**src/hw/hs_cfg.svh**
```systemverilog
// Constants for the modem-line handshake block
`ifndef HS_CFG_SVH
`define HS_CFG_SVH
`define ADDR_CTRL      4'h0
`define ADDR_LINE_SET  4'h1
`define ADDR_STATUS    4'h2
`define ADDR_IRQ_STAT  4'h3
`define ADDR_IRQ_MASK  4'h4
`define ADDR_WAIT_T    4'h5
`define ADDR_RTSOFF_T  4'h6
`define CTRL_AUTO      0
`define CTRL_HALF      1
`define CTRL_FLOW_LO   2
`define CTRL_FLOW_HI   3
`define CTRL_RX_EN     4
`define SET_DTR        0
`define SET_RTS        1
`define SET_DTR_EN     2
`define SET_RTS_EN     3
`define EV_TX_DONE     0
`define EV_TX_ERR      1
`define EV_DSR_LOST    2
`define EV_REJECT      3
`define EV_RX_DROP     4
`define EV_W           5
`define TICK_NS        1000
`define CLK_NS         8
`define TICK_CYC       (`TICK_NS / `CLK_NS)
`define TIMER_RST      16'h000A
`endif

```
**src/hw/hs_pkg.sv**
```systemverilog
// Types for the modem-line handshake block
package hs_pkg;
  typedef enum logic [1:0] {
    FLOW_NONE = 2'h0,
    FLOW_XON  = 2'h1,
    FLOW_RTS  = 2'h2,
    FLOW_RSVD = 2'h3
  } flow_t;
  typedef enum logic [4:0] {
    ST_IDLE = 5'h01,
    ST_WAIT = 5'h02,
    ST_SEND = 5'h04,
    ST_HOLD = 5'h08,
    ST_MAN  = 5'h10
  } tx_state_t;
endpackage

```
**src/hw/hs_tick.sv**
```systemverilog
// Tick divider: one-cycle enable each period
`timescale 1ns/10ps
module hs_tick #(
  parameter int DIV = 125
) (
  input  wire logic clk_sys_i,
  input  wire logic rst_n_i,
  output logic      tick_o
);
  initial if (DIV < 1) $error("DIV must be at least 1");
  logic [15:0] cnt_reg, cnt_next;
  logic        tick_reg, tick_next;
  always_comb begin
    tick_next = (cnt_reg == 16'(DIV - 1));
    cnt_next  = tick_next ? 16'h0000 : cnt_reg + 16'h0001;
  end
  always_ff @(posedge clk_sys_i) begin
    if (!rst_n_i) begin
      cnt_reg  <= 16'h0000;
      tick_reg <= 1'b0;
    end else begin
      cnt_reg  <= cnt_next;
      tick_reg <= tick_next;
    end
  end
  assign tick_o = tick_reg;
endmodule

```
**src/hw/hs_sync.sv**
```systemverilog
// Two-flop synchroniser, one per bit
`timescale 1ns/10ps
module hs_sync #(
  parameter int W = 4
) (
  input  wire logic         clk_sys_i,
  input  wire logic         rst_n_i,
  input  wire logic [W-1:0] d_i,
  output logic      [W-1:0] q_o
);
  initial if (W < 1) $error("W must be at least 1");
  logic [W-1:0] s1_reg, s2_reg;
  genvar g;
  generate
    for (g = 0; g < W; g++) begin : g_bit
      always_ff @(posedge clk_sys_i) begin
        if (!rst_n_i) begin
          s1_reg[g] <= 1'b0;
          s2_reg[g] <= 1'b0;
        end else begin
          s1_reg[g] <= d_i[g];
          s2_reg[g] <= s1_reg[g];
        end
      end
    end
  endgenerate
  assign q_o = s2_reg;
endmodule

```
**src/hw/hs_ctrl.sv**
```systemverilog
// Modem-line handshake controller with register port
//
// Function
// - RTS and DTR stay inactive after reset until configured or written.
// - Automatic mode works only when half-duplex is configured.
// - Host line writes are refused while automatic mode is active.
// - Entering automatic mode drives RTS off and DTR on.
// - A transmit request raises RTS and loads the output-wait timer.
// - Data shifting starts once the wait expires with CTS on.
// - CTS off at wait end or during send aborts with error.
// - After last character, RTS drops after release delay, ignoring CTS.
// - In automatic mode reception is accepted only while DSR is on.
// - Near-full receive buffer gets no response to the remote.
// - In automatic mode, DSR falling aborts transfers, raises error, logs DSR-lost entry.
// - Host can read DCD, DTR, DSR, RTS, CTS and RI any time.
`timescale 1ns/10ps
`include "hs_cfg.svh"
module hs_ctrl #(
  parameter int TW = 16
) (
  input  wire logic          clk_sys_i,
  input  wire logic          rst_n_i,
  input  wire logic [3:0]    addr_i,
  input  wire logic [15:0]   wdata_i,
  input  wire logic          wr_i,
  input  wire logic          rd_i,
  output logic      [15:0]   rdata_o,
  input  wire logic          dcd_i,
  input  wire logic          dsr_i,
  input  wire logic          cts_i,
  input  wire logic          ri_i,
  output logic               rts_o,
  output logic               dtr_o,
  input  wire logic          tx_req_i,
  input  wire logic          tx_last_i,
  output logic               tx_go_o,
  output logic               tx_abort_o,
  input  wire logic          rx_valid_i,
  input  wire logic          rx_near_full_i,
  output logic               rx_accept_o,
  output logic               rx_abort_o,
  output logic               diag_dsr_lost_o,
  output logic               irq_o
);
  import hs_pkg::*;
  initial if (TW < 2 || TW > 16) $error("TW must be 2..16");

  // ***********************************************
  // Synchronised line inputs and tick
  // ***********************************************
  logic [3:0] line_s;
  logic       tick;
  logic       dcd_s, dsr_s, cts_s, ri_s;
  hs_sync #(.W(4)) u_sync (
    .clk_sys_i (clk_sys_i),
    .rst_n_i   (rst_n_i),
    .d_i       ({ri_i, cts_i, dsr_i, dcd_i}),
    .q_o       (line_s)
  );
  hs_tick #(.DIV(`TICK_CYC)) u_tick (
    .clk_sys_i (clk_sys_i),
    .rst_n_i   (rst_n_i),
    .tick_o    (tick)
  );
  assign dcd_s = line_s[0];
  assign dsr_s = line_s[1];
  assign cts_s = line_s[2];
  assign ri_s  = line_s[3];

  function automatic logic hit(input logic [3:0] a, input logic [3:0] off);
    hit = (a == off);
  endfunction

  // ***********************************************
  // Registers and handshake state
  // ***********************************************
  logic [4:0]        ctrl_reg, ctrl_next;
  logic [TW-1:0]     wait_t_reg, wait_t_next;
  logic [TW-1:0]     rtsoff_t_reg, rtsoff_t_next;
  logic [`EV_W-1:0]  ist_reg, ist_next;
  logic [`EV_W-1:0]  imask_reg, imask_next;
  logic [15:0]       rdata_reg, rdata_next;
  logic              rts_reg, rts_next;
  logic              dtr_reg, dtr_next;
  logic              go_reg, go_next;
  logic              txab_reg, txab_next;
  logic              rxacc_reg, rxacc_next;
  logic              rxab_reg, rxab_next;
  logic              diag_reg, diag_next;
  logic              irq_reg, irq_next;
  logic              dsr_d_reg, dsr_d_next;
  logic              auto_d_reg, auto_d_next;
  logic              rx_busy_reg, rx_busy_next;
  logic [TW-1:0]     tmr_reg, tmr_next;
  tx_state_t         st_reg, st_next;

  logic              auto_on;
  logic              dsr_fall;
  flow_t             flow;
  logic [`EV_W-1:0]  ev;

  always_comb begin
    auto_on  = ctrl_reg[`CTRL_AUTO] & ctrl_reg[`CTRL_HALF];
    flow     = flow_t'(ctrl_reg[`CTRL_FLOW_HI:`CTRL_FLOW_LO]);
    dsr_fall = dsr_d_reg & ~dsr_s;
  end

  always_comb begin
    ctrl_next     = ctrl_reg;
    wait_t_next   = wait_t_reg;
    rtsoff_t_next = rtsoff_t_reg;
    imask_next    = imask_reg;
    rts_next      = rts_reg;
    dtr_next      = dtr_reg;
    st_next       = st_reg;
    tmr_next      = tmr_reg;
    go_next       = 1'b0;
    txab_next     = 1'b0;
    rxab_next     = 1'b0;
    diag_next     = 1'b0;
    rx_busy_next  = rx_busy_reg;
    ev            = '0;
    dsr_d_next    = dsr_s;
    auto_d_next   = auto_on;

    // Host register writes
    if (wr_i) begin
      if (hit(addr_i, `ADDR_CTRL))
        ctrl_next = wdata_i[4:0];
      if (hit(addr_i, `ADDR_WAIT_T))
        wait_t_next = wdata_i[TW-1:0];
      if (hit(addr_i, `ADDR_RTSOFF_T))
        rtsoff_t_next = wdata_i[TW-1:0];
      if (hit(addr_i, `ADDR_IRQ_MASK))
        imask_next = wdata_i[`EV_W-1:0];
      if (hit(addr_i, `ADDR_LINE_SET)) begin
        if (auto_on) begin
          ev[`EV_REJECT] = 1'b1;
        end else begin
          if (wdata_i[`SET_DTR_EN] && flow != FLOW_RSVD)
            dtr_next = wdata_i[`SET_DTR];
          if (wdata_i[`SET_RTS_EN] && (flow == FLOW_NONE || flow == FLOW_XON))
            rts_next = wdata_i[`SET_RTS];
          if (wdata_i[`SET_RTS_EN] && !(flow == FLOW_NONE || flow == FLOW_XON))
            ev[`EV_REJECT] = 1'b1;
        end
      end
    end

    // Mode entry and exit
    if (auto_on && !auto_d_reg) begin
      rts_next = 1'b0;
      dtr_next = 1'b1;
      st_next  = ST_IDLE;
    end else if (!auto_on) begin
      st_next = ST_MAN;
    end else begin
      case (st_reg)
        ST_IDLE: begin
          if (tx_req_i) begin
            rts_next = 1'b1;
            tmr_next = wait_t_reg;
            st_next  = ST_WAIT;
          end
        end
        ST_WAIT: begin
          if (tmr_reg != '0) begin
            if (tick)
              tmr_next = tmr_reg - 1'b1;
          end else if (cts_s) begin
            go_next = 1'b1;
            st_next = ST_SEND;
          end else begin
            txab_next         = 1'b1;
            ev[`EV_TX_ERR]    = 1'b1;
            rts_next          = 1'b0;
            st_next           = ST_IDLE;
          end
        end
        ST_SEND: begin
          go_next = 1'b1;
          if (!cts_s) begin
            go_next        = 1'b0;
            txab_next      = 1'b1;
            ev[`EV_TX_ERR] = 1'b1;
            rts_next       = 1'b0;
            st_next        = ST_IDLE;
          end else if (tx_last_i) begin
            go_next  = 1'b0;
            tmr_next = rtsoff_t_reg;
            st_next  = ST_HOLD;
          end
        end
        ST_HOLD: begin
          if (tmr_reg == '0) begin
            rts_next        = 1'b0;
            ev[`EV_TX_DONE] = 1'b1;
            st_next         = ST_IDLE;
          end else if (tick) begin
            tmr_next = tmr_reg - 1'b1;
          end
        end
        ST_MAN:  st_next = ST_IDLE;
        default: st_next = ST_IDLE;
      endcase
      if (dsr_fall) begin
        diag_next         = 1'b1;
        ev[`EV_DSR_LOST]  = 1'b1;
        rxab_next         = rx_busy_reg;
        if (st_reg == ST_WAIT || st_reg == ST_SEND || st_reg == ST_HOLD) begin
          txab_next = 1'b1;
          go_next   = 1'b0;
          rts_next  = 1'b0;
          st_next   = ST_IDLE;
        end
      end
    end

    // Receive gating
    rxacc_next = rx_valid_i & ctrl_reg[`CTRL_RX_EN] & ~rx_near_full_i
                 & (~auto_on | dsr_s);
    if (rx_valid_i && !rxacc_next)
      ev[`EV_RX_DROP] = 1'b1;
    if (rxacc_next)
      rx_busy_next = 1'b1;
    if (!rx_valid_i || (auto_on && dsr_fall))
      rx_busy_next = 1'b0;

    // Sticky status, set beats clear
    ist_next = ist_reg;
    if (wr_i && hit(addr_i, `ADDR_IRQ_STAT))
      ist_next = ist_reg & ~wdata_i[`EV_W-1:0];
    ist_next = ist_next | ev;
    irq_next = |(ist_next & imask_next);

    // Read data, one cycle later
    rdata_next = 16'h0000;
    if (rd_i) begin
      case (addr_i)
        `ADDR_CTRL:     rdata_next = {11'h000, ctrl_reg};
        `ADDR_STATUS:   rdata_next = {5'h00, st_reg, ri_s, cts_s, rts_reg,
                                      dsr_s, dtr_reg, dcd_s};
        `ADDR_IRQ_STAT: rdata_next = {11'h000, ist_reg};
        `ADDR_IRQ_MASK: rdata_next = {11'h000, imask_reg};
        `ADDR_WAIT_T:   rdata_next = 16'(wait_t_reg);
        `ADDR_RTSOFF_T: rdata_next = 16'(rtsoff_t_reg);
        default:        rdata_next = 16'h0000;
      endcase
    end
  end

  always_ff @(posedge clk_sys_i) begin
    if (!rst_n_i) begin
      ctrl_reg     <= 5'h00;
      wait_t_reg   <= TW'(`TIMER_RST);
      rtsoff_t_reg <= TW'(`TIMER_RST);
      ist_reg      <= '0;
      imask_reg    <= '0;
      rdata_reg    <= 16'h0000;
      rts_reg      <= 1'b0;
      dtr_reg      <= 1'b0;
      go_reg       <= 1'b0;
      txab_reg     <= 1'b0;
      rxacc_reg    <= 1'b0;
      rxab_reg     <= 1'b0;
      diag_reg     <= 1'b0;
      irq_reg      <= 1'b0;
      dsr_d_reg    <= 1'b0;
      auto_d_reg   <= 1'b0;
      rx_busy_reg  <= 1'b0;
      tmr_reg      <= '0;
      st_reg       <= ST_MAN;
    end else begin
      ctrl_reg     <= ctrl_next;
      wait_t_reg   <= wait_t_next;
      rtsoff_t_reg <= rtsoff_t_next;
      ist_reg      <= ist_next;
      imask_reg    <= imask_next;
      rdata_reg    <= rdata_next;
      rts_reg      <= rts_next;
      dtr_reg      <= dtr_next;
      go_reg       <= go_next;
      txab_reg     <= txab_next;
      rxacc_reg    <= rxacc_next;
      rxab_reg     <= rxab_next;
      diag_reg     <= diag_next;
      irq_reg      <= irq_next;
      dsr_d_reg    <= dsr_d_next;
      auto_d_reg   <= auto_d_next;
      rx_busy_reg  <= rx_busy_next;
      tmr_reg      <= tmr_next;
      st_reg       <= st_next;
    end
  end

  assign rdata_o         = rdata_reg;
  assign rts_o           = rts_reg;
  assign dtr_o           = dtr_reg;
  assign tx_go_o         = go_reg;
  assign tx_abort_o      = txab_reg;
  assign rx_accept_o     = rxacc_reg;
  assign rx_abort_o      = rxab_reg;
  assign diag_dsr_lost_o = diag_reg;
  assign irq_o           = irq_reg;
endmodule

```
**config.mk**
```make
export PLATFORM = sky130hd
export DESIGN_NAME = hs_ctrl
export DESIGN_NICKNAME = d
export VERILOG_FILES = /design/src/hw/hs_pkg.sv /design/src/hw/hs_tick.sv /design/src/hw/hs_sync.sv /design/src/hw/hs_ctrl.sv
export VERILOG_INCLUDE_DIRS = /design/src /design/src/hw
export SDC_FILE = /design/constraint.sdc
export NUM_CORES = 1
export LEC_CHECK = 0
export BUFFER_PORTS_ARGS = -buffer_cell sky130_fd_sc_hd__buf_2
export CAP_MARGIN = 10
export CELL_PAD_IN_SITES_DETAIL_PLACEMENT = 1
export CELL_PAD_IN_SITES_GLOBAL_PLACEMENT = 2
export CORE_ASPECT_RATIO = 0.9
export CORE_MARGIN = 1
export CORE_UTILIZATION = 35
export CTS_BUF_LIST = sky130_fd_sc_hd__clkbuf_8
export DETAILED_ROUTE_END_ITERATION = 12
export GPL_ROUTABILITY_DRIVEN = 0
export GPL_TIMING_DRIVEN = 0
export PLACE_DENSITY = 0.74
export SYNTH_ARGS = -nofsm -noshare
export SYNTH_HDL_FRONTEND = slang
export SYNTH_SLANG_ARGS = --single-unit
```
**constraint.sdc**
```tcl
create_clock -name clk_sys_i -period 2.7 [get_ports clk_sys_i]
set_input_delay 0.54 -clock clk_sys_i [delete_from_list [all_inputs] [get_ports clk_sys_i]]
set_output_delay 0.54 -clock clk_sys_i [all_outputs]
set_load 0.02 [all_outputs]
```
==> summary.txt, run 1 <==
Synth
  • Async SR Flop Fraction: 0%
  • Synth top area share: 43.7%
  • Syn nets: about 700
  • Avg Inst Size Synth: 8.34 sq um
  • Synth top area cells: dfxtp_1, nand2_1, a21oi_1
  • Ys flop type: dfxtp_1
  • Synth area leader: dfxtp_1
  • Post-synth EDFFs: 0
  • Sequential area share after synthesis: between 40% and 50%
  • Yosys Warn Count: 0
  • Cell Area, Synth: roughly 5500 sq um
  • #FFs+latches synth: 120
  • Mapped Cells: approximately 660
  • Synth cell types: 63

Critical path
  • Reg2reg end: tmr_reg[8]
  • Crit-path cells: nor4_2, and4_1, nand4_1, nand3_2, buf_2, a21oi_1, o32ai_1
  • Crit path launch type: flop
  • FF-to-FF path depth: 7
  • Crit path max-delay family: simple AND/OR/NAND/NOR gates
  • Levels on crit path: 7
  • Critical Path Slowest Stage Cell: nor4_2
  • Crit path largest cell delay: around 0.63 ns
  • Worst-path fanout max: 10
  • Arrival time at the worst endpoint: approximately 2.9 ns
  • Critical path class: flop to flop
  • FF-to-FF setup slack: 0.19 ns
  • Req. time, crit path: 3.06 ns
  • Worst Path Buf+Inv: 1
  • Critical Path End Type: flop
  • Reg-to-Reg Start: tmr_reg[11]

Layout
  • Layout cells sized above 1: 15.7%
  • Final instance area: 6410 sq um
  • ANT cells: 0
  • # fillers: around 1900
  • Area delta synth->final: 16.6%
  • Post-Route Utilization: 41.6%
  • Nets: ~770
  • Post-Layout Cell Count: 946

Placement
  • Dpl hpwl: between 10000 and 15000 microns
  • Number of port buffers: 53
  • DP Area: between 6000 and 7000 sq um
  • Inst Count DP: ~910

Worst hold path
  • HP Class: input pin to flop
  • Hold path depth: 2
  • Worst Hold End: u_sync.s1_reg[0]
  • Hold_sp: dcd_i

Drt
  • DR DRC count: 0
  • Routed Antenna Nets: 0
  • WL/cell: 20.5 microns
  • Via count: 5265
  • Drt total wl: slightly below 20000 microns
  • DR pass1 iterations: 6
  • Vias per Instance: between 5 and 6
  • Initial detailed-routing violation count: between 300 and 400

STA
  • Tcrit/Tclk final: 93.0%
  • RSZ-0062 raised after global routing: false
  • Post-route minimum period: around 2.5 ns
  • Relative max-transition margin: roughly a quarter
  • Achievable Freq: 0.398 GHz
  • Worst-Margin Slew: ~1.1 ns
  • Endpoints failing hold: 0
  • Final setup viols: 0
  • Post-Route Setup TNS: 0 ns
  • Clock skew: between 0.01 and 0.015 ns
  • Final Max Tran Viols: 0

Floorplan
  • Core area: 15400 sq um
  • # IOs: 56
  • Die ar.: between 15000 and 20000 sq um
  • Die Width: roughly 130 microns
  • Initial core utilization: a little over a third
  • Die Span Y: 121 microns
  • Row cnt: 43

GRT
  • GRT Overall Usage: between 20% and 30%
  • Antenna violations before repair: 0
  • GRT overflow: 0
  • Grt met1 use: 35.1%
  • Grt peak-use layer: met2
  • Vias in the first global route: around 5300
  • Largest net degree at the start of global routing: 17
  • Met3 Usage GRT: roughly 4.2%
  • First-pass GRT wire length: around 30000 microns
  • GR Util met2: between 30% and 40%

Clocking
  • Clk slew on worst S/H paths: roughly 0.080 ns
  • Worst-skew pair later-pin latency: 0.46 ns
  • Clock sink total: 120
  • Post-CTS setup buffer count: 0
  • Post-CTS Hold Fix Bufs: 0
  • CTS Buf Count: 17
  • H-Tree Depth: 4
  • Clock root buffer master: clkbuf_8
  • CTS tree: yes
  • Post-CTS Resized: 0
  • Worst-case clock buffer depth: 2

Status
  • Status: finished clean

Power
  • Leakage power figure: between 2 and 2.5 nW
  • Peak supply drop: 367 uV
  • Cell Pwr Density: between 500 and 600 nW/um^2

Flow run
  • Max Cap Violations: 0
[Yosys cell counts (9+ instances only)]
master / n
a21oi_1: 57
a221oi_1: 9
a222oi_1: 10
a22oi_1: 16
a31oi_1: 9
and2_1: 14
buf_2: 9
clkbuf_1: 29
dfxtp_1: 120
inv_1: 11
mux2i_1: 9
nand2_1: 107
nand3_1: 19
nand4_1: 12
nor2_1: 63
nor3_1: 17
o211ai_1: 14
o21ai_0: 16
xor2_1: 10
[worst max-delay path by stage]
stage                          end  slack, ns         from
CTS                     tmr_reg[8]       0.25   tmr_reg[6]
finish                  tmr_reg[8]       0.19  tmr_reg[11]
floorplan               tmr_reg[0]       0.60   tmr_reg[0]
detailed placement  wait_t_reg[12]      -0.03    addr_i[1]
global route            tmr_reg[8]       0.03   tmr_reg[6]
global placement     wait_t_reg[1]       0.02    addr_i[1]
[final cells by class]
| cell class | count | area [sq um] | share of cell area, % |
|---|---|---|---|
| Buffer | 42 | 179 | 2.79 |
| Clock inverter | 13 | 131 | 2.05 |
| Clock buffer | 19 | 262 | 4.08 |
| Sequential cell | 120 | 2400 | 37.5 |
| Multi-Input combinational cell | 485 | 2870 | 44.8 |
| Timing Repair Buffer | 53 | 265 | 4.14 |
| Tap cell | 202 | 253 | 3.95 |
| Inverter | 12 | 45.0 | 0.703 |
[cells by family (layout without fill, tap and decap cells)]
family | count (synthesis) | in the layout | share of synthesized area, %
AO/OA/AOI/OAI | 163 | 163 | 20.7
adder cells (fa/ha/maj) | 4 | 4 | 0.911
multiplexers | 10 | 10 | 1.84
AND/OR/NAND/NOR | 291 | 291 | 26.1
flip-flops | 120 | 120 | 43.7
buffers and inverters | 54 | 139 | 4.08
XOR/XNOR | 17 | 17 | 2.71
[cells in the final DEF (no fill, tap or decap), types with 4 or more instances in the layout]
cell | synthesis | final
clkinvlp_4 | 0 | 5
buf_2 | 9 | 62
clkbuf_8 | 0 | 19
nand3_1 | 19 | 19
a31oi_1 | 9 | 9
xnor2_1 | 7 | 7
clkbuf_1 | 29 | 29
a221oi_1 | 9 | 9
xor2_1 | 10 | 10
and3_1 | 8 | 8
a21oi_1 | 57 | 57
and2_1 | 14 | 14
inv_1 | 11 | 14
nand3b_1 | 5 | 5
ha_1 | 4 | 4
a222oi_1 | 10 | 10
nand4_1 | 12 | 12
a22oi_1 | 16 | 16
nand2_1 | 107 | 107
nor2_1 | 63 | 63
nand2b_1 | 4 | 4
o21ai_0 | 16 | 16
o211ai_1 | 14 | 14
nor3b_1 | 5 | 5
o31ai_2 | 8 | 8
mux2i_1 | 9 | 9
nor4_1 | 6 | 6
dfxtp_1 | 120 | 120
nor2b_1 | 7 | 7
nor3_1 | 17 | 17
[stage by stage]
stage	total power [mW]	setup WS [ns]	hold slack (ns)
6_report	3.62	0.190	0.288
2_1_floorplan	1.93	0.601	0.412
4_1_cts	3.66	0.247	0.266
3_5_place_dp	2.02	-0.0288	0.427
5_1_grt	3.75	0.0312	0.279
3_3_place_gp	2.02	0.0173	0.416
[routing by layer]
layer | vias up | routed length, microns
met4 | 0 | 401
met3 | 25 | 728
met1 | 2596 | 9550
met2 | 123 | 8730
met5 | - | 0
li1 | 2521 | -
[power breakdown]
group | total (mW) | internal, mW | switching, mW
Sequential | 1.81 | 1.79 | 0.0172
Combinational | 0.175 | 0.0534 | 0.122
Clock | 1.64 | 0.859 | 0.778
Total | 3.62 | 2.70 | 0.918
(Power assumes the default switching activity.)
==> run 2: changes to the inputs <==
- CORE_UTILIZATION: 35 -> 37
- PLACE_DENSITY: 0.74 -> 0.77
- SYNTH_HIERARCHICAL: not set -> 1
==> summary.txt, run 2 <==
Synth
  • Top-count cell post-synth: dfxtp_1 (unchanged)
  • Synth top area share: 44.1% (was 43.7%)
  • Synth cell types: 76 (was 63)
  • Synth top area cells: dfxtp_1, nand2_1, a21oi_1 (unchanged)
  • #FFs+latches synth: 120 (unchanged)
  • Async SR Flop Fraction: 0% (unchanged)
  • Synth area leader: dfxtp_1 (unchanged)
  • Yosys Warn Count: 6 (was 0)
  • Ys flop type: dfxtp_1 (unchanged)
  • Syn nets: 665 (was 695)
  • Post-synth EDFFs: 0 (unchanged)
  • Cell Area, Synth: 5450 sq um (was 5500 sq um)
  • Mapped Cells: 629 (was 659)
  • Sequential area share after synthesis: 44.1% (was 43.7%)
  • Post-synth top cells: dfxtp_1, nand2_1, a21oi_1 (was dfxtp_1, nand2_1, nor2_1)
  • Avg Inst Size Synth: 8.66 sq um (was 8.34 sq um)

Floorplan
  • Die Width: 130 microns (was 134 microns)
  • Core area: 14200 sq um (was 15400 sq um)
  • Die Span Y: 117 microns (was 121 microns)
  • Row cnt: 41 (was 43)
  • Die ar.: 15200 sq um (was 16200 sq um)
  • # IOs: 56 (unchanged)
  • Initial core utilization: 38.3% (was 35.7%)

GRT
  • Largest net degree at the start of global routing: 17 (unchanged)
  • GRT Overall Usage: 26.3% (was 25.2%)
  • Antenna violations before repair: 0 (unchanged)
  • Vias in the first global route: 5206 (was 5269)
  • First-pass GRT wire length: 29400 microns (was 30400 microns)
  • GRT overflow: 0 (unchanged)

Status
  • Status: finished clean (unchanged)

Drt
  • Via count: 5185 (was 5265)
  • DR pass1 iterations: 6 (unchanged)
  • WL/cell: 20.7 microns (was 20.5 microns)
  • Initial detailed-routing violation count: 505 (was 339)
  • Routed Antenna Nets: 0 (unchanged)
  • Drt total wl: 18900 microns (was 19400 microns)
  • DR DRC count: 0 (unchanged)
  • Vias per Instance: 5.70 (was 5.57)

STA
  • Endpoints failing hold: 0 (unchanged)
  • Post-Route Setup TNS: 0 ns (unchanged)
  • Tcrit/Tclk final: 96.8% (was 93.0%)
  • Relative max-transition margin: 38.0% (was 24.3%)
  • Post-route minimum period: 2.61 ns (was 2.51 ns)
  • Clock skew: 0.00986 ns (was 0.0116 ns)
  • Achievable Freq: 0.383 GHz (was 0.398 GHz)
  • RSZ-0062 raised after global routing: false (unchanged)
  • Final setup viols: 0 (unchanged)
  • Final Max Tran Viols: 0 (unchanged)
  • Worst-Margin Slew: 0.922 ns (was 1.12 ns)

Power
  • Leakage power figure: 2.32 nW (was 2.38 nW)
  • Peak supply drop: 335 uV (was 367 uV)
  • Cell Pwr Density: 546 nW/um^2 (was 565 nW/um^2)
  • Tot Pwr: 3.48 mW (was 3.62 mW)

Layout
  • Post-Layout Cell Count: 909 (was 946)
  • Commonest cells after routing, fill and taps aside: dfxtp_1, nand2_1, buf_2, a21oi_1, nor2_1 (was dfxtp_1, nand2_1, nor2_1, buf_2, a21oi_1)
  • Final instance area: 6370 sq um (was 6410 sq um)
  • Nets: 740 (was 767)
  • Area delta synth->final: 16.9% (was 16.6%)
  • Commonest non-fill, non-tap cell in the layout: dfxtp_1 (unchanged)
  • Layout cells sized above 1: 18.2% (was 15.7%)
  • ANT cells: 0 (unchanged)

Critical path
  • Crit path launch type: flop (unchanged)
  • FF-to-FF path depth: 7 (unchanged)
  • Req. time, crit path: 3.06 ns (about the same)
  • Arrival time at the worst endpoint: 2.97 ns (was 2.87 ns)
  • Critical path class: flop to flop (unchanged)
  • Worst-path fanout max: 4 (was 10)
  • Critical Path End Type: flop (unchanged)

Worst hold path
  • Hold path depth: 2 (unchanged)
  • HP Class: input pin to flop (unchanged)

Clocking
  • CTS Buf Count: 17 (unchanged)
  • Clock root buffer master: clkbuf_8 (unchanged)
  • Worst-case clock buffer depth: 2 (unchanged)
  • H-Tree Depth: 4 (unchanged)
  • Worst-skew pair later-pin latency: 0.44 ns (was 0.46 ns)
  • Clk slew on worst S/H paths: 0.07 ns (was 0.08 ns)
  • Clock sink total: 120 (unchanged)
  • CTS tree: yes (unchanged)

Placement
  • Inst Count DP: 876 (was 914)
  • Number of port buffers: 54 (was 53)
  • DP Area: 5960 sq um (was 6010 sq um)
  • Dpl hpwl: 13900 microns (was 14300 microns)

Flow run
  • Max Cap Violations: 0 (unchanged)
## run 2: cell types whose count changed in the layout (fill, tap and decap cells not counted), moves of 7 or more
| cell | previous run | this run |
|---|---|---|
| a22oi_1 | 16 | 9 |
| nand2_1 | 107 | 95 |
| nand4_1 | 12 | 3 |
| nor2_1 | 63 | 49 |
| o31ai_2 | 8 | 0 |
## run 2: stage by stage
step / setup slack (ns) / hold slack, ns / utilization, %
5_1_grt: 0.00338 / 0.272 / 44.8
4_1_cts: 0.0236 / 0.268 / 44.6
3_3_place_gp: -0.377 / 0.413 / 41.9
2_1_floorplan: 0.517 / 0.412 / -
3_5_place_dp: -0.367 / 0.421 / 41.9
6_report: 0.0858 / 0.294 / 44.8
## run 2: timing repair
action,in CTS,in global routing
hold buffers,0,0
setup endpoints to repair,17,16
pin swaps,0,1
buffers inserted,0,3
resized for setup,3,7
## run 2: metal layers
| metal | track usage [%] | up-vias | routed length, microns |
|---|---|---|---|
| met3 | 6.23 | 14 | 1280 |
| met5 | 0 | - | 0 |
| met1 | 37.2 | 2545 | 8970 |
| li1 | - | 2466 | - |
| met4 | 8.45 | 0 | 225 |
| met2 | 39.3 | 160 | 8380 |
## run 2: cell families (layout without fill, tap and decap cells)
kind of cell / Yosys count / after routing / synth area share (%)
AOI/OAI and AO/OA: 159 / 159 / 20.9
adders and majority gates: 4 / 4 / 0.919
buffers and inverters: 53 / 140 / 4.02
xor gates and xnor gates: 17 / 17 / 2.73
and+or+nand+nor: 266 / 266 / 25.3
muxes: 10 / 10 / 2.00
DFF: 120 / 120 / 44.1
## run 2: worst max-delay path: stages (launching register included)
cell	delay [ns]
dfxtp_1	0.33
inv_1	0.14
ha_1	0.16
or3b_2	0.51
nor4_1	0.78
a32o_1	0.32
a222oi_1	0.12
o211ai_1	0.18
## run 2: path summary, 6_finish.rpt
| path | start | end | slack [ns] |
|---|---|---|---|
| setup / recovery | tmr_reg[0] | irq_o | 0.09 |
| hold / removal | dcd_i | u_sync/s1_reg[0] | 0.29 |
| setup reg to reg | tmr_reg[0] | irq_o | 0.09 |
| hold reg to reg | u_sync/s1_reg[0] | u_sync/q_o[0] | 0.44 |
## run 2: layout make-up
cell class	count	area, sq um
well taps	193	241
multi-input cells	456	2850
plain buffers	40	174
flip-flops and latches	120	2400
clock buffers	23	317
inverters	12	45.0
clock inverters	8	46.3
repair buffers	57	293
fillers	1723	7840
## run 2: where the power goes
part / switching (mW) / internal (mW) / total (mW)
logic: 0.116 / 0.0572 / 0.173
registers: 0.0178 / 1.79 / 1.81
clock network: 0.731 / 0.766 / 1.50
